==> src/shared/pld_pkg.sv <==
// Purpose: constants and types for the phy led driver
// Assumes: 100 MHz main clock
// Notes: cycle counts derive from the stretch and blink times
// How it works
// - at reset sense each led pin's wiring, then drive selected default state
// - sensed polarity holds until the next system reset
// - second led sourcing current at reset clears the duplex default bit
// - second led sinking current at reset sets the duplex default bit
// - with no second led the duplex default bit is indeterminate
// - first field bits 11:8; on, off, fast and slow blink codes
// - codes 0001, 0010, 0011, 0111 show stretchable tx, rx, collision, tx or rx
// - code 0100 shows link level, 0101 shows duplex level
// - codes 1100, 1101, 1110 combine a level with always stretched activity
// - second field bits 7:4 decodes the same codes
// - bits 3:2 select normal, medium or long stretch; 11 reserved
// - stretch enable set lengthens stretchable events by the selected time
// - stretch enable clear shows stretchable events only while they occur
// - stretch times 40, 70 and 140 ms
// - led control reached only through the management register port
package pld_pkg;

  // ****************************************************
  // clock and times
  // ****************************************************
  localparam int unsigned CLK_KHZ = 100000;
  localparam int unsigned STRETCH_NORMAL_MS = 40;
  localparam int unsigned STRETCH_MEDIUM_MS = 70;
  localparam int unsigned STRETCH_LONG_MS = 140;
  localparam int unsigned STRETCH_NORMAL_CYC = STRETCH_NORMAL_MS * CLK_KHZ;
  localparam int unsigned STRETCH_MEDIUM_CYC = STRETCH_MEDIUM_MS * CLK_KHZ;
  localparam int unsigned STRETCH_LONG_CYC = STRETCH_LONG_MS * CLK_KHZ;
  localparam int unsigned BLINK_FAST_HALF_MS = 50;
  localparam int unsigned BLINK_SLOW_HALF_MS = 200;
  localparam int unsigned BLINK_FAST_HALF_CYC = BLINK_FAST_HALF_MS * CLK_KHZ;
  localparam int unsigned BLINK_SLOW_HALF_CYC = BLINK_SLOW_HALF_MS * CLK_KHZ;
  // settle time for the floating pin before it is sampled
  localparam logic [2:0] SENSE_CYC = 3'h4;

  // ****************************************************
  // led control register layout
  // ****************************************************
  localparam int unsigned LED_A_LSB = 8;
  localparam int unsigned LED_B_LSB = 4;
  localparam int unsigned LEN_LSB = 2;
  localparam int unsigned STRETCH_EN_BIT = 1;
  localparam logic [15:0] LED_CONTROL_RST = 16'h3422;

  typedef enum logic [3:0] {
    PLD_F_RSV0 = 4'h0,
    PLD_F_TX = 4'h1,
    PLD_F_RX = 4'h2,
    PLD_F_COL = 4'h3,
    PLD_F_LINK = 4'h4,
    PLD_F_DUP = 4'h5,
    PLD_F_RSV6 = 4'h6,
    PLD_F_TXRX = 4'h7,
    PLD_F_ON = 4'h8,
    PLD_F_OFF = 4'h9,
    PLD_F_FAST = 4'ha,
    PLD_F_SLOW = 4'hb,
    PLD_F_LINK_RX = 4'hc,
    PLD_F_LINK_TXRX = 4'hd,
    PLD_F_DUP_COL = 4'he,
    PLD_F_RSVF = 4'hf
  } pld_func_t;

  typedef enum logic [1:0] {
    PLD_LEN_NORMAL = 2'h0,
    PLD_LEN_MEDIUM = 2'h1,
    PLD_LEN_LONG = 2'h2,
    PLD_LEN_RSV = 2'h3
  } pld_len_t;

  typedef enum logic [1:0] {
    PLD_SENSE = 2'b01,
    PLD_RUN = 2'b10
  } pld_state_t;

endpackage : pld_pkg

==> src/shared/pld_str_if.sv <==
// Purpose: link between led decode and one event stretcher
// Assumes: single clock domain
// Notes: active is combinational
`timescale 1ns/100ps
interface pld_str_if;
  logic evt;
  logic force_str;
  logic en;
  pld_pkg::pld_len_t sel;
  logic active;
  modport ctl (output evt, output force_str, output en, output sel, input active);
  modport str (input evt, input force_str, input en, input sel, output active);
endinterface : pld_str_if

==> src/rtl/pld_stretch.sv <==
// Purpose: lengthens one activity event
// Assumes: counts fit in CW bits
// Notes: reserved length code falls back to normal
`timescale 1ns/100ps
module pld_stretch #(
  parameter int unsigned CW = 24,
  parameter int unsigned NORM_CYC = pld_pkg::STRETCH_NORMAL_CYC,
  parameter int unsigned MED_CYC = pld_pkg::STRETCH_MEDIUM_CYC,
  parameter int unsigned LONG_CYC = pld_pkg::STRETCH_LONG_CYC
) (
  input wire logic clock,
  input wire logic rst,
  pld_str_if.str s
);

  logic [CW-1:0] cnt_ff;
  logic [CW-1:0] load_val;
  logic stretching;

  assign stretching = s.en | s.force_str;

  always_comb
  begin
    case (s.sel)
      pld_pkg::PLD_LEN_MEDIUM: load_val = CW'(MED_CYC);
      pld_pkg::PLD_LEN_LONG: load_val = CW'(LONG_CYC);
      default: load_val = CW'(NORM_CYC);
    endcase
  end

  // ****************************************************
  // hold counter, reloaded while the event lasts
  // ****************************************************
  always_ff @(posedge clock or posedge rst)
  begin
    if (rst)
      cnt_ff <= '0;
    else if (!stretching)
      cnt_ff <= '0;
    else if (s.evt)
      cnt_ff <= load_val;
    else if (cnt_ff != '0)
      cnt_ff <= cnt_ff - CW'(1);
  end

  assign s.active = s.evt | (stretching && (cnt_ff != '0));
endmodule : pld_stretch

==> src/rtl/pld_top.sv <==
// Purpose: two status led pins with wiring sense and function select
// Assumes: activity and link inputs synchronous to clock
// Notes: led control reached through a plain register port
`timescale 1ns/100ps
module pld_top #(
  parameter int unsigned CW = 24,
  parameter int unsigned NORM_CYC = pld_pkg::STRETCH_NORMAL_CYC,
  parameter int unsigned MED_CYC = pld_pkg::STRETCH_MEDIUM_CYC,
  parameter int unsigned LONG_CYC = pld_pkg::STRETCH_LONG_CYC,
  parameter int unsigned FAST_HALF_CYC = pld_pkg::BLINK_FAST_HALF_CYC,
  parameter int unsigned SLOW_HALF_CYC = pld_pkg::BLINK_SLOW_HALF_CYC
) (
  input wire logic clock,
  input wire logic rst,
  input wire logic reg_wr,
  input wire logic [15:0] reg_wdata,
  output logic [15:0] reg_rdata,
  output logic duplex_default_bit,
  input wire logic tx_act,
  input wire logic rx_act,
  input wire logic col_act,
  input wire logic link_up,
  input wire logic duplex_full,
  input wire logic led_a_pin_in,
  output logic led_a_pin_out,
  output logic led_a_pin_oe,
  input wire logic led_b_pin_in,
  output logic led_b_pin_out,
  output logic led_b_pin_oe
);

  // ****************************************************
  // functions shared by both leds
  // ****************************************************
  function automatic logic func_event(
    input logic [3:0] code,
    input logic tx,
    input logic rx,
    input logic col
  );
    logic e;
    e = 1'b0;
    case (code)
      pld_pkg::PLD_F_TX: e = tx;
      pld_pkg::PLD_F_RX: e = rx;
      pld_pkg::PLD_F_COL: e = col;
      pld_pkg::PLD_F_TXRX: e = tx | rx;
      pld_pkg::PLD_F_LINK_RX: e = rx;
      pld_pkg::PLD_F_LINK_TXRX: e = tx | rx;
      pld_pkg::PLD_F_DUP_COL: e = col;
      default: e = 1'b0;
    endcase
    return e;
  endfunction : func_event

  function automatic logic func_forced(input logic [3:0] code);
    logic f;
    f = 1'b0;
    case (code)
      pld_pkg::PLD_F_LINK_RX,
      pld_pkg::PLD_F_LINK_TXRX,
      pld_pkg::PLD_F_DUP_COL: f = 1'b1;
      default: f = 1'b0;
    endcase
    return f;
  endfunction : func_forced

  // activity inverts the steady level in combined modes so it stays visible
  function automatic logic func_level(
    input logic [3:0] code,
    input logic link,
    input logic dup,
    input logic act,
    input logic fast,
    input logic slow
  );
    logic l;
    l = 1'b0;
    case (code)
      pld_pkg::PLD_F_ON: l = 1'b1;
      pld_pkg::PLD_F_OFF: l = 1'b0;
      pld_pkg::PLD_F_FAST: l = fast;
      pld_pkg::PLD_F_SLOW: l = slow;
      pld_pkg::PLD_F_TX,
      pld_pkg::PLD_F_RX,
      pld_pkg::PLD_F_COL,
      pld_pkg::PLD_F_TXRX: l = act;
      pld_pkg::PLD_F_LINK: l = link;
      pld_pkg::PLD_F_DUP: l = dup;
      pld_pkg::PLD_F_LINK_RX,
      pld_pkg::PLD_F_LINK_TXRX: l = link ^ act;
      pld_pkg::PLD_F_DUP_COL: l = dup ^ act;
      default: l = 1'b0;
    endcase
    return l;
  endfunction : func_level

  // ****************************************************
  // led control register
  // ****************************************************
  logic [15:0] led_control_ff;

  // only the management port reaches this register
  always_ff @(posedge clock or posedge rst)
  begin
    if (rst)
      led_control_ff <= pld_pkg::LED_CONTROL_RST;
    else if (reg_wr)
      led_control_ff <= reg_wdata;
  end

  assign reg_rdata = led_control_ff;

  logic [3:0] code [2];
  logic stretch_en;
  pld_pkg::pld_len_t len_sel;

  assign code[0] = led_control_ff[pld_pkg::LED_A_LSB +: 4];
  assign code[1] = led_control_ff[pld_pkg::LED_B_LSB +: 4];
  assign stretch_en = led_control_ff[pld_pkg::STRETCH_EN_BIT];
  assign len_sel = pld_pkg::pld_len_t'(led_control_ff[pld_pkg::LEN_LSB +: 2]);

  // ****************************************************
  // wiring sense after reset
  // ****************************************************
  pld_pkg::pld_state_t state_ff;
  logic [2:0] sense_cnt_ff;
  logic sink_a_ff;
  logic sink_b_ff;
  logic dup_def_ff;
  logic sense_done;

  assign sense_done = (state_ff == pld_pkg::PLD_SENSE) &&
                      (sense_cnt_ff == pld_pkg::SENSE_CYC - 3'h1);

  // pins float during sense; an led to supply pulls high, one to ground low
  always_ff @(posedge clock or posedge rst)
  begin
    if (rst)
      state_ff <= pld_pkg::PLD_SENSE;
    else
    begin
      case (state_ff)
        pld_pkg::PLD_SENSE: state_ff <= sense_done ? pld_pkg::PLD_RUN : pld_pkg::PLD_SENSE;
        pld_pkg::PLD_RUN: state_ff <= pld_pkg::PLD_RUN;
        default: state_ff <= pld_pkg::PLD_SENSE;
      endcase
    end
  end

  always_ff @(posedge clock or posedge rst)
  begin
    if (rst)
      sense_cnt_ff <= 3'h0;
    else if (state_ff == pld_pkg::PLD_SENSE)
      sense_cnt_ff <= sense_cnt_ff + 3'h1;
  end

  // sampled once at the end of sense, never again until reset
  always_ff @(posedge clock or posedge rst)
  begin
    if (rst)
    begin
      sink_a_ff <= 1'b0;
      sink_b_ff <= 1'b0;
    end
    else if (sense_done)
    begin
      sink_a_ff <= led_a_pin_in;
      sink_b_ff <= led_b_pin_in;
    end
  end

  // a floating pin gives whatever level it drifts to
  always_ff @(posedge clock or posedge rst)
  begin
    if (rst)
      dup_def_ff <= 1'b0;
    else if (sense_done)
      dup_def_ff <= led_b_pin_in;
  end

  assign duplex_default_bit = dup_def_ff;

  // ****************************************************
  // blink dividers
  // ****************************************************
  logic [31:0] fast_cnt_ff;
  logic [31:0] slow_cnt_ff;
  logic fast_ff;
  logic slow_ff;

  always_ff @(posedge clock or posedge rst)
  begin
    if (rst)
    begin
      fast_cnt_ff <= 32'h0;
      fast_ff <= 1'b0;
    end
    else if (fast_cnt_ff == 32'(FAST_HALF_CYC - 1))
    begin
      fast_cnt_ff <= 32'h0;
      fast_ff <= ~fast_ff;
    end
    else
      fast_cnt_ff <= fast_cnt_ff + 32'h1;
  end

  always_ff @(posedge clock or posedge rst)
  begin
    if (rst)
    begin
      slow_cnt_ff <= 32'h0;
      slow_ff <= 1'b0;
    end
    else if (slow_cnt_ff == 32'(SLOW_HALF_CYC - 1))
    begin
      slow_cnt_ff <= 32'h0;
      slow_ff <= ~slow_ff;
    end
    else
      slow_cnt_ff <= slow_cnt_ff + 32'h1;
  end

  // ****************************************************
  // per led decode and stretch
  // ****************************************************
  logic evt [2];
  logic forced [2];
  logic active [2];
  logic lit [2];
  logic sink [2];
  logic pin_out_ff [2];
  logic pin_oe_ff;

  assign sink[0] = sink_a_ff;
  assign sink[1] = sink_b_ff;

  pld_str_if s_if [2] ();

  for (genvar g = 0; g < 2; g++)
  begin : g_led
    assign s_if[g].evt = evt[g];
    assign s_if[g].force_str = forced[g];
    assign s_if[g].en = stretch_en;
    assign s_if[g].sel = len_sel;
    assign active[g] = s_if[g].active;

    pld_stretch #(
      .CW(CW),
      .NORM_CYC(NORM_CYC),
      .MED_CYC(MED_CYC),
      .LONG_CYC(LONG_CYC)
    ) u_stretch (
      .clock(clock),
      .rst(rst),
      .s(s_if[g])
    );
  end

  always_comb
  begin
    for (int i = 0; i < 2; i++)
    begin
      evt[i] = func_event(code[i], tx_act, rx_act, col_act);
      forced[i] = func_forced(code[i]);
      lit[i] = func_level(code[i], link_up, duplex_full, active[i], fast_ff, slow_ff);
    end
  end

  // sinking wiring lights on a low pin, so the drive is inverted
  always_ff @(posedge clock or posedge rst)
  begin
    if (rst)
    begin
      pin_out_ff[0] <= 1'b0;
      pin_out_ff[1] <= 1'b0;
      pin_oe_ff <= 1'b0;
    end
    else
    begin
      pin_oe_ff <= (state_ff == pld_pkg::PLD_RUN);
      for (int i = 0; i < 2; i++)
        pin_out_ff[i] <= (state_ff == pld_pkg::PLD_RUN) ? (lit[i] ^ sink[i]) : 1'b0;
    end
  end

  assign led_a_pin_out = pin_out_ff[0];
  assign led_b_pin_out = pin_out_ff[1];
  assign led_a_pin_oe = pin_oe_ff;
  assign led_b_pin_oe = pin_oe_ff;

  // ****************************************************
  // checks
  // ****************************************************
  logic run;
  assign run = (state_ff == pld_pkg::PLD_RUN);
endmodule : pld_top

==> config.mk <==
export PLATFORM = sky130hd
export DESIGN_NAME = pld_top
export DESIGN_NICKNAME = d
export VERILOG_FILES = /design/src/shared/pld_pkg.sv /design/src/shared/pld_str_if.sv /design/src/rtl/pld_stretch.sv /design/src/rtl/pld_top.sv
export SDC_FILE = /design/constraint.sdc
export NUM_CORES = 1
export LEC_CHECK = 0
export ABC_AREA = 1
export BUFFER_PORTS_ARGS = -buffer_cell sky130_fd_sc_hd__buf_2
export CORE_ASPECT_RATIO = 1.1
export CORE_MARGIN = 8
export CORE_UTILIZATION = 67
export DETAILED_ROUTE_END_ITERATION = 8
export PLACE_DENSITY = 0.95
export SLEW_MARGIN = 20
export SYNTH_ARGS = -nofsm -noshare
export SYNTH_HDL_FRONTEND = slang
export SYNTH_HIERARCHICAL = 1
export SYNTH_SLANG_ARGS = --single-unit
==> constraint.sdc <==
create_clock -name clock -period 4.9 [get_ports clock]
set_clock_uncertainty 0.05 [all_clocks]
set_input_delay 0.49 -clock clock [delete_from_list [all_inputs] [get_ports clock]]
set_output_delay 0.49 -clock clock [all_outputs]
set_load 0.05 [all_outputs]
Word-level counts from Yosys, hierarchy flattened --
Cells that the tools add are included.
Word-level totals: bits of input ports 26, register bits after elaboration 140, logic and storage cells 101, output and inout port bits 21
Cells by class: equality and inequality tests 33, bitwise gates (word level) 13, multiplexer cells 19, reductions and logical operators 17, add/subtract/negate cells 5
Operators by type and width (count):
- 24-bit two-way mux | 6
- 32-bit by 1-bit adder with 32-bit output (second input constant) | 2
- 32-bit two-way mux | 2
- 4-bit == test (second input constant) | 12
- 24-bit case mux with 2 select lines | 1
- 24-bit nonzero test | 2
- 24-bit by 1-bit subtractor with 24-bit output (second input constant) | 2
- 32-bit by 23-bit == test with 1-bit output (second input constant) | 1
- 32-bit by 25-bit == test with 1-bit output (second input constant) | 1
- 4-bit by 3-bit == test with 1-bit output (second input constant) | 6
- 4-bit by 2-bit == test with 1-bit output (second input constant) | 4
- 1-bit case mux with 8 select lines | 2
- 2-bit OR reduction | 8
- 4-bit by 1-bit == test with 1-bit output (second input constant) | 2
- 1-bit case mux with 4 select lines | 2
- 4-bit OR reduction | 2
- 3-bit by 2-bit != test with 1-bit output (second input constant) | 2
- 3-bit OR reduction | 2
- 1-bit XOR | 6
- 1-bit bitwise OR | 5
- 2-bit by 1-bit == test with 1-bit output (second input constant) | 2
- 2-bit == test (second input constant) | 2
- 1-bit two-way mux | 4
- 2-bit case mux with 2 select lines | 1
- 5 further kinds | 8

Depth between registers and ports, before layout --
Gate-level depths: netlist of the first run.
word-level depth 10, gate-level depth with buffers 16, gate-level depth less buffers 14

By module --
The synthesis of the first run kept the hierarchy.
Modules (own cells, without submodules):
- pld_top | cells an instance 693, instances 1, sequential area each 2309.7 µm², area each 5256.3 µm²
- pld_stretch | cells an instance 253, instances 2, sequential area each 600.6 µm², area each 1672.9 µm²

Worst setup path before layout of the first run --
Ideal clock, no wire load.
kind flip-flop to flip-flop, start reg led_control_ff[4], in the netlist reg_rdata[4], end reg pin_out_ff, in the netlist led_b_pin_out, arrival time 2.329 ns, library setup time 0.119 ns, path slack 2.401 ns, cell stages (with the launch flop) 16, clock period less this slack 2.499 ns, required time 4.731 ns, buffers on the path 2, cell sequence dfrtp_1 > nor2_1 > nand2_1 > o21ai_0 > a32oi_1 > nand3_1 > buf_2 > inv_1 > clkbuf_1 > o21ai_0 > nand2_1 > nand2_1 > nor2_1 > nand3_1 > nand2_1 > nor2_1
On the way: elaborated cells on any way between the ends 28, those cells by class eq/ne: 12; mux: 4; bitwise: 5; reduce/logical: 7
RTL lines:
- from (decl) | RTL line pld_top.sv:101 | logic [15:0] led_control_ff;
- from (signal assigned) | RTL line pld_top.sv:107 | led_control_ff <= pld_pkg::LED_CONTROL_RST;
- from (signal assigned) | RTL line pld_top.sv:109 | led_control_ff <= reg_wdata;
- 4-bit == test (tied with other cells) | RTL line pld_top.sv:43 | case (code)
- 2-bit OR reduction (no line)
- 1-bit case mux with 4 select lines * | RTL line pld_top.sv:43
- via s_if[1].evt | RTL line pld_str_if.sv:6 | logic evt;
- 1-bit bitwise OR * | RTL line pld_stretch.sv:46 | assign s.active = s.evt | (stretching && (cnt_ff != '0));
- via s_if[1].active | RTL line pld_str_if.sv:10 | logic active;
- 1-bit XOR, on equally long branches | RTL line pld_top.sv:92, pld_top.sv:91
- 1-bit case mux with 8 select lines * | RTL line pld_top.sv:79 | case (code)
- 1-bit XOR * | RTL line pld_top.sv:284 | pin_out_ff[i] <= (state_ff == pld_pkg::PLD_RUN) ? (lit[i] ^ sink[i]) : 1'b0;
- 1-bit two-way mux * | RTL line pld_top.sv:284
- to (signal, indexed assignment) | RTL line pld_top.sv:284
- to (decl) | RTL line pld_top.sv:233 | logic pin_out_ff [2];
The timed path passes the listed nets; every way through them passes the cells marked *. A chain may end at the register's enable or synchronous reset.

Worst setup path in the final report of the first run --
start reg led_control_ff[9], in the netlist reg_rdata[9], end reg pin_out_ff, in the netlist led_a_pin_out
On the way: elaborated cells on any way between the ends 28, those cells by class eq/ne: 12; mux: 4; bitwise: 5; reduce/logical: 7
RTL lines (RTL line):
- 4-bit == test (tied with other cells) | pld_top.sv:43
- 2-bit OR reduction (no line)
- 1-bit case mux with 4 select lines * | pld_top.sv:43
- via s_if[0].evt | pld_str_if.sv:6
- 1-bit bitwise OR * | pld_stretch.sv:46
- via s_if[0].active | pld_str_if.sv:10
- 1-bit XOR, on equally long branches | pld_top.sv:92, pld_top.sv:91
- 1-bit case mux with 8 select lines * | pld_top.sv:79
- 1-bit XOR * | pld_top.sv:284
- 1-bit two-way mux * | pld_top.sv:284
Marks and branches as above.

==> results of run 1 <==
-- power by group through the flow --
| stage | logic [mW] | clock network [mW] | registers [mW] |
|---|---|---|---|
| 3_3_place_gp | 1.34 | 0 | 1.51 |
| 6_report | 1.45 | 1.41 | 1.50 |
| 2_1_floorplan | 1.08 | 0 | 1.53 |
| 5_1_grt | 1.64 | 1.46 | 1.52 |
| 4_1_cts | 1.43 | 1.42 | 1.49 |
| 3_5_place_dp | 1.39 | 0 | 1.51 |
-- metrics by stage --
| step | total power [mW] | std cells |
|---|---|---|
| 5_1_grt | 4.63 | 1421 |
| 3_5_place_dp | 2.90 | 1389 |
| 2_1_floorplan | 2.61 | 1199 |
| 6_report | 4.35 | 1422 |
| 4_1_cts | 4.34 | 1421 |
| 3_3_place_gp | 2.85 | 1389 |
-- cells in the mapped netlist --
library cell,count,area share (%)
sky130_fd_sc_hd__nand2_4,1,0.13
sky130_fd_sc_hd__buf_6,2,0.26
sky130_fd_sc_hd__nor2_1,252,11
sky130_fd_sc_hd__o21ai_0,23,1.3
sky130_fd_sc_hd__nor3_1,34,2.0
sky130_fd_sc_hd__ha_1,18,2.6
sky130_fd_sc_hd__nor4_1,5,0.36
sky130_fd_sc_hd__buf_4,1,0.087
sky130_fd_sc_hd__nor3b_1,3,0.26
sky130_fd_sc_hd__o21bai_1,2,0.17
sky130_fd_sc_hd__or2_2,9,0.65
sky130_fd_sc_hd__a21boi_0,2,0.17
sky130_fd_sc_hd__nand2_1,284,12
sky130_fd_sc_hd__buf_2,2,0.12
sky130_fd_sc_hd__inv_2,7,0.31
sky130_fd_sc_hd__o21bai_2,1,0.13
sky130_fd_sc_hd__xnor2_1,7,0.71
sky130_fd_sc_hd__nand4_1,28,2.0
sky130_fd_sc_hd__nand3_2,2,0.23
sky130_fd_sc_hd__dfstp_2,6,1.8
sky130_fd_sc_hd__nor2_4,13,1.7
sky130_fd_sc_hd__nor3_2,7,0.81
sky130_fd_sc_hd__and2_1,4,0.29
sky130_fd_sc_hd__clkbuf_1,9,0.39
sky130_fd_sc_hd__nand4_2,2,0.29
sky130_fd_sc_hd__a21o_1,1,0.087
sky130_fd_sc_hd__dfrtp_1,134,39
sky130_fd_sc_hd__nand3_1,80,4.7
sky130_fd_sc_hd__nor3_4,2,0.38
sky130_fd_sc_hd__nor2_2,13,0.95
sky130_fd_sc_hd__a21oi_1,14,0.81
sky130_fd_sc_hd__nand3b_1,3,0.26
sky130_fd_sc_hd__a31oi_1,2,0.15
sky130_fd_sc_hd__a32oi_1,2,0.20
sky130_fd_sc_hd__xor2_1,41,4.2
sky130_fd_sc_hd__nand2_2,11,0.80
sky130_fd_sc_hd__inv_1,160,7.0
sky130_fd_sc_hd__o21ai_1,4,0.23
sky130_fd_sc_hd__mux2_2,8,1.0
-- metal layers --
| metal | wire length, microns | part of all wire [%] |
|---|---|---|
| met1 | 8410 | 39 |
| met3 | 1520 | 7.1 |
| met5 | 25 | 0.12 |
| met4 | 973 | 4.6 |
| met2 | 10400 | 49 |
-- cell families after synthesis --
logic type      share of synthesized area [%]
xor+xnor                                 4.89
flops                                    40.8
buf+inv                                  8.15
simple gates                             39.2
mux                                      1.05
fa+ha+maj                                2.62
compound gates                           3.30
-- sequential cells by signal (all words and copies together) (netlist names) --
register / count
fast_ff: 1
state_ff: 2
g_led.u_stretch/cnt_ff: 48
duplex_default_bit: 1
sense_cnt_ff: 3
led_a_pin_oe: 1
reg_rdata: 16
fast_cnt_ff: 32
led_b_pin_out: 1
sink_a_ff: 1
slow_ff: 1
slow_cnt_ff: 32
led_a_pin_out: 1
-- critical path: stages, from the launching register on --
cell and delay (ns):
sky130_fd_sc_hd__dfrtp_1 0.46, sky130_fd_sc_hd__inv_1 0.15, sky130_fd_sc_hd__nor2_1 0.09, sky130_fd_sc_hd__nand2_1 0.10
sky130_fd_sc_hd__o21ai_0 0.09, sky130_fd_sc_hd__a32oi_1 0.16, sky130_fd_sc_hd__nand3_1 0.28, sky130_fd_sc_hd__inv_1 0.64
sky130_fd_sc_hd__o21ai_0 0.27, sky130_fd_sc_hd__inv_1 0.13, sky130_fd_sc_hd__a21oi_1 0.04, sky130_fd_sc_hd__nor2_1 0.15
sky130_fd_sc_hd__nand3_1 0.09, sky130_fd_sc_hd__nand2_1 0.06, sky130_fd_sc_hd__nor2_1 0.04
-- layout make-up --
class	count	area (sq um)	area share, %
Multi-Input combinational cell	878	4390	45.7
Sequential cell	140	3510	36.5
Timing Repair Buffer	47	238	2.47
Clock buffer	18	429	4.46
Clock inverter	14	216	2.25
Tap cell	157	196	2.04
Inverter	167	629	6.55
Antenna cell	1	2.50	0.0260
-- worst max-delay path by stage --
stage,to,start,slack (ns)
6_report,led_a_pin_out$_DFF_PP0_,reg_rdata[9]$_DFFE_PP0P_,1.98
5_1_grt,led_a_pin_out$_DFF_PP0_,reg_rdata[9]$_DFFE_PP0P_,1.72
4_1_cts,led_a_pin_out$_DFF_PP0_,reg_rdata[9]$_DFFE_PP0P_,2.06
3_5_place_dp,led_b_pin_out$_DFF_PP0_,tx_act,2.11
3_3_place_gp,led_b_pin_out$_DFF_PP0_,tx_act,2.18
2_1_floorplan,duplex_default_bit$_DFFE_PP0P_,rst,1.98
==> results by stage, run 1 <==
Placement:
- The number of I/O port buffers is 46.
- Detailed placement ended at an HPWL of 15,100 microns.
- At the placement stage, the worst setup path has a slack of 2.11 ns.
- Routability-driven placement finished with a final weighted congestion of 0.929.
- The cell area after placement is 8960 sq um.

Setup path:
- Data on the critical path arrives at its endpoint at 3.19 ns.
- Of all nets on the critical path, the largest fanout is 23.
- STA classifies the critical path startpoint as a flip-flop.
- The worst register-to-register path begins at reg_rdata[9]$_DFFE_PP0P_.
- The setup path with the least slack is of type flip-flop to flip-flop.
- The worst register-to-register path ends at led_a_pin_out$_DFF_PP0_.
- The reg-to-reg setup timing slack is 1.98 ns.
- The kind of capture point of the worst setup path is a flip-flop.
- The depth of the worst register-to-register path is 14.
- Data on the critical path is required at its endpoint by about 5.2 ns.

Synth:
- The synthesized netlist net count is 1,243.
- Sequential elements use 40.8% of the synthesized area.
- The cell count after synthesis came out at 1,199.
- The number of distinct library cells after synthesis is 39.
- The register bit total from synthesis is 140.
- The post-synthesis average cell area is 7.17 sq um.
- The Yosys warning count is 6.
- The synthesized netlist occupies a cell area of 8600 sq um.

Power and ir drop:
- The switching power summed over all nets is 1.68 mW.
- For this design the static power due to leakage is 4.98 nW.
- The net switching fraction of the power is 38.5%.
- The share of power burned in the clock network is 32.4%.
- The maximum vdd ir drop is just under 0.4 mV.
- Of the total power, combinational logic draws 33.2%.
- The proportion of power drawn by flip-flops and latches is 34.4%.
- The internal power is 2.68 mW.
- The power per standard cell area is 453 nW/um^2.

STA:
- Final hold analysis gives a worst-case slack of 0.107 ns.
- Counting I/O delays and the setup requirement, the final critical path takes 2.92 ns.
- The maximum clock rate is 342 MHz.
- The worst path meets setup with 1.98 ns of slack.
- The number of slew-limit violations in the final report is 0.
- At the pin with the least slew margin, the transition time is 0.947 ns.
- The setup violation total in the final timing report is 0.
- After layout, the worst path uses 59.6% of the clock period.
- Adding up every negative setup slack in the final design gives 0 ns.
- Measured against its own limit, the worst slew margin works out to between 30 and 40%.
- The hold violation total from the final report is 0.
- Setup repair after global routing left no endpoint under its margin.

Global routing:
- Global routing used 6.10% of the available met3 tracks.
- After global routing, the most crowded layer is met2.
- The met2 global-route usage is 45.0%.
- The met1 capacity usage during global routing is 31.5%.
- The number of global-route vias before repair is between 7,000 and 8,000.
- The first global-routing pass estimated 36,200 microns of wire.
- The largest net degree at the start of global routing is 54.
- The total overflow left after global routing is 0.
- The total routing usage reported by global routing is a little over a quarter.
- The number of antenna violations at the first check in global routing is 3.

Clock network:
- The longest clock path from root to sink contains 2 buffers.
- The CTS tree is done.
- The post-CTS setup repair buffer count is 0.
- The number of clock sinks is 140.
- Clock tree synthesis selected as its root buffer the cell sky130_fd_sc_hd__clkbuf_16.
- The worst-skew pair later-pin latency is 0.43 ns.
- The hold-fix buffer count after cts is 0.
- After clock tree synthesis, the clock-pin slew on the worst setup and hold paths is 0.06 ns.
- The depth of the CTS H-tree is 4.
- The number of gates resized after CTS was 0.
- Clock tree synthesis inserted a total of 17 buffers.

Floorplanning:
- For this configuration, the core starts out at a cell density of 68.3%.
- The die covers 16,700 sq um.
- After floorplanning, the core was sized to cover 12,600 sq um.
- The die span in y is 135 microns.
- The die outline width is 124 microns.
- In this run the core area contains between 40 and 50 standard-cell rows.
- The total I/O pin count is 47.

Route:
- The DRC violation total after the first TritonRoute iteration is 726.
- The detailed router placed 8,109 vias in this run.
- The routed wire length is between 20,000 and 25,000 microns.
- The remaining number of nets flagged by the antenna check after routing is 0.
- The first TritonRoute pass finished after 6 iterations.
- The detailed-route vias per instance is around 5.7.
- The average wire per cell in the routed design is 15.0 microns.
- After detailed routing, the number of remaining DRC violations is 0.

Cells and area:
- Counting the fill cells in the layout gives roughly 900.
- The share of layout cells above drive strength 1 is 12.7%.
- The library cells used most frequently in the layout, excluding fill and tap cells, are sky130_fd_sc_hd__nand2_1 (284), sky130_fd_sc_hd__nor2_1 (252), sky130_fd_sc_hd__inv_1 (159), sky130_fd_sc_hd__dfrtp_1 (134), sky130_fd_sc_hd__nand3_1 (80).
- The net count of the finished layout is 1,295.
- The post-route core utilization is 76.4%.
- The growth of design area from synthesis to finish is 11.8%.
- The finished cells cover slightly below 10,000 sq um.
- The library cell used most frequently in the layout, excluding fill and tap cells, is sky130_fd_sc_hd__nand2_1.

Outcome:
- The flow ran to the end, and the final reports show no timing, DRC or antenna violations.

Flow run:
- The number of max-cap violations is 0.

Worst hold path:
- The type of the most critical hold path is input pin to asynchronous set/reset pin.
No activity file was read; power rests on OpenSTA's default activity.
==> run 2: changes to the inputs <==
--- a/config.mk
+++ b/config.mk
@@ -9,9 +9,9 @@
 export BUFFER_PORTS_ARGS = -buffer_cell sky130_fd_sc_hd__buf_2
 export CORE_ASPECT_RATIO = 1.1
 export CORE_MARGIN = 8
-export CORE_UTILIZATION = 67
+export CORE_UTILIZATION = 62
 export DETAILED_ROUTE_END_ITERATION = 8
-export PLACE_DENSITY = 0.95
+export PLACE_DENSITY = 0.93
 export SLEW_MARGIN = 20
 export SYNTH_ARGS = -nofsm -noshare
 export SYNTH_HDL_FRONTEND = slang
==> constraint.sdc (replaced) <==
create_clock -name clock -period 2.9 [get_ports clock]
set_clock_uncertainty 0.05 [all_clocks]
set_input_delay 0.29 -clock clock [delete_from_list [all_inputs] [get_ports clock]]
set_output_delay 0.29 -clock clock [all_outputs]
set_load 0.05 [all_outputs]
==> run 2 against run 1 <==
Net effect: global-route usage decreased by 3.1 points; clock power increased by 59%; sequential power up 69%; maximum frequency rose by 13%; via count decreased by 3.6%; cell count rose by 2.5%; sequential cell count did not move; routed wire length shrank 3.0%; first-iteration DRC count grew 3.6%; design area grew 0.39%; register-to-register slack got worse by 1.7 ns; largest cell class unchanged; highest routed layer unchanged.
==> results by stage, run 2 (synthesis gave the netlist of run 1 again) <==
Outcome:
- The flow ran to the end, and the final reports show no timing, DRC or antenna violations.

STA:
- Setup repair after global routing left no endpoint under its margin.
- The hold violation total from the final report came to 0.
- Adding up every negative setup slack in the final design gives 0 ns.
- The number of slew-limit violations in the final report came to 0.
- The setup violation total in the final timing report is 0.
- The worst slew margin relative to its limit is roughly 36%.
- The share of the clock period used by the worst path after layout is 89.3%.
- The post-route minimum period is 2.59 ns.
- The transition time at the pin with the least slew margin is 0.966 ns.
- The maximum clock rate is 386 MHz.
- Once routing completed, OpenROAD measured the worst setup slack at 0.310 ns.

Global routing:
- The number of antenna violations at the first check in global routing is 2.
- The number of global-route vias before repair came to 7,534.
- Entering global routing, the biggest net connects 45 pins.
- The total grt overflow is 0.
- Global routing used 24.1% of the available tracks across all layers.
- The wire length of the first global-routing pass is 34,400 microns.

Route:
- The remaining number of nets flagged by the antenna check after routing is 0.
- The DRC violation count after routing is 0.
- The number of iterations in the first detailed-routing pass is 5.
- The routed wire length is around 21,000 microns.
- The detailed-route vias per instance is between 5 and 6.
- Dividing the detail-routed wire length by the instance count gives 14.2 microns.
- The final route contains 7,815 vias.
- The DRC violation total after the first TritonRoute iteration is 752.

Cells and area:
- The library cells used most frequently in the layout, excluding fill and tap cells, are sky130_fd_sc_hd__nand2_1 (284), sky130_fd_sc_hd__nor2_1 (252), sky130_fd_sc_hd__inv_1 (159), sky130_fd_sc_hd__dfrtp_1 (134), sky130_fd_sc_hd__nand3_1 (80).
- In the final layout, the registers with the most flip-flops are g_led.u_stretch/cnt_ff (48), fast_cnt_ff (32), slow_cnt_ff (32).
- The post-layout instance area is ~9700 sq um.
- The total area of multi-input combinational cells is 4390 sq um.
- The number of antenna diodes in the final layout is 0.
- The final-layout fill cell count is 1,078.
- Of the cells placed in the final design, the portion with a size suffix greater than 1 is 13.0%.
- The register with the most flip-flops in the layout has 48 of them.
- The growth of design area from synthesis to finish is 12.2%.
- The most frequent standard cell in the layout excluding fill and tap cells is sky130_fd_sc_hd__nand2_1.
- The register containing the most flip-flops in the final layout is g_led.u_stretch/cnt_ff.
- The sequential cell area in the final layout is about 3500 sq um.
- The layout net count is 1,300.

Setup path:
- The critical path data required time is 3.17 ns.
- The delay of the slowest cell on the worst path is 0.57 ns.
- The maximum fanout encountered on the critical timing path is 9.
- The critical path goes through inv_1 -> nor2_1 -> nand2_1 -> o21ai_0 -> a32oi_1 -> nand3_1 -> inv_1 -> o21ai_0 -> inv_1 -> nand3_1 -> nand3_1 -> a21oi_1 -> nor2_1.
- The slowest library cell on the worst path is sky130_fd_sc_hd__dfstp_2.
- The critical path is of the flip-flop to flip-flop type.
- The worst setup path is captured at a flip-flop.
- In this design, the largest share of critical-path delay is due to simple AND/OR/NAND/NOR gates.
- For the worst setup path, the data arrival time is 2.86 ns.
- The startpoint kind of the worst setup timing path is a flip-flop.
- Together, buffers and inverters on the worst path number 3.

Floorplanning:
- Once the floorplan was initialized, standard cells occupied 62.9% of the core.
- The core region is 13,700 sq um.
- Pin placement for this block handled 47 I/O pins.
- The die is 128 microns wide.
- Measured along the y axis, the die boundary spans about 140 microns.
- The die covers 17,900 sq um.
- The floorplan has 45 rows.

Power and ir drop:
- The worst-case IR drop observed on VDD is 0.431 mV.
- In this run the power density over the cells is 745 nW/um^2.
- After layout, the design draws a total of 7.19 mW.
- In this run the static leakage power is 4.97 nW.

Clock network:
- The number of gates resized after CTS was 0.
- After clock tree synthesis, the clock-pin slew on the worst setup and hold paths is around 0.060 ns.
- The worst-skew pair later-pin latency is 0.44 ns.
- The depth of the CTS H-tree is 4.
- The CTS tree is done.
- The clock tree root driver cell is sky130_fd_sc_hd__clkbuf_16.
- The number of clock buffers added by TritonCTS is 17.
- Counting every sink on the clock net gives 140.
- Counting along the longest clock path gives a buffer depth of 2.

Flow run:
- Max-cap violations in this run came to 0.

Worst hold path:
- The worst hold path belongs to the class input pin to flip-flop.

Placement:
- The post-DP HPWL is 15,200 microns.
- The number of I/O port buffers is 46.
- In this run the cell area measured after placement is 9030 sq um.
- The routability-driven placement congestion ratio is 0.924.
- At the placement stage, the worst setup path has a slack of 0.450 ns.
## run 2: per-stage QoR
step | hold slack, ns | util, % | cells
floorplan | 0.255 | - | 1199
finish | 0.0139 | 70.5 | 1457
CTS | 0.00175 | 70.5 | 1457
global route | 0.0201 | 70.5 | 1457
global placement | 0.404 | 66.0 | 1424
detailed placement | 0.411 | 66.0 | 1424
## run 2: repair_timing
action                    in CTS  in global routing
buffers inserted               0                  0
hold endpoints to repair      40                  0
hold buffers                   1                  0
## run 2: final timing paths
kind,end,cells past startpoint,slack (ns),from
min in group asynchronous,reg_rdata[9]$_DFFE_PP0P_,3,0.50,rst
worst min-delay path,reg_rdata[11]$_DFFE_PP0P_,3,0.01,reg_wdata[11]
worst max register to register,led_b_pin_out$_DFF_PP0_,13,0.31,reg_rdata[5]$_DFFE_PP1P_
worst max-delay path,led_b_pin_out$_DFF_PP0_,13,0.31,reg_rdata[5]$_DFFE_PP1P_
worst min register to register,sense_cnt_ff[0]$_DFFE_PP0P_,1,0.42,sense_cnt_ff[0]$_DFFE_PP0P_
max in group asynchronous,state_ff[0]$_DFF_PP1_,4,1.45,rst
## run 2: layout make-up
cell class,instances,area share [%]
flip-flops and latches,140,36.4
multi-input cells,878,45.5
clock buffers,19,4.59
well taps,188,2.44
clock inverters,13,1.71
inverters,167,6.51
repair buffers,52,2.88
## run 2: where the power goes
part | switching [mW] | leakage [nW] | total [mW] | internal [mW]
registers | 0.302 | 1.82 | 2.53 | 2.23
clock network | 0.865 | 0.286 | 2.24 | 1.38
logic | 1.64 | 2.87 | 2.42 | 0.776
total | 2.81 | 4.97 | 7.19 | 4.38
## run 2: tightest hold or removal path, cell delays in order
cell and delay [ns]:
sky130_fd_sc_hd__buf_2 0.07, sky130_fd_sc_hd__nand2_1 0.04, sky130_fd_sc_hd__o21ai_0 0.06
## run 2: routing by layer
| metal | vias up | GRT usage (%) | part of all wire, % |
|---|---|---|---|
| met5 | - | 0 | 0.11 |
| met4 | 4 | 10.8 | 3.1 |
| met3 | 53 | 6.38 | 6.3 |
| met2 | 240 | 39.8 | 49 |
| met1 | 3644 | 28.6 | 42 |
| li1 | 3874 | - | - |
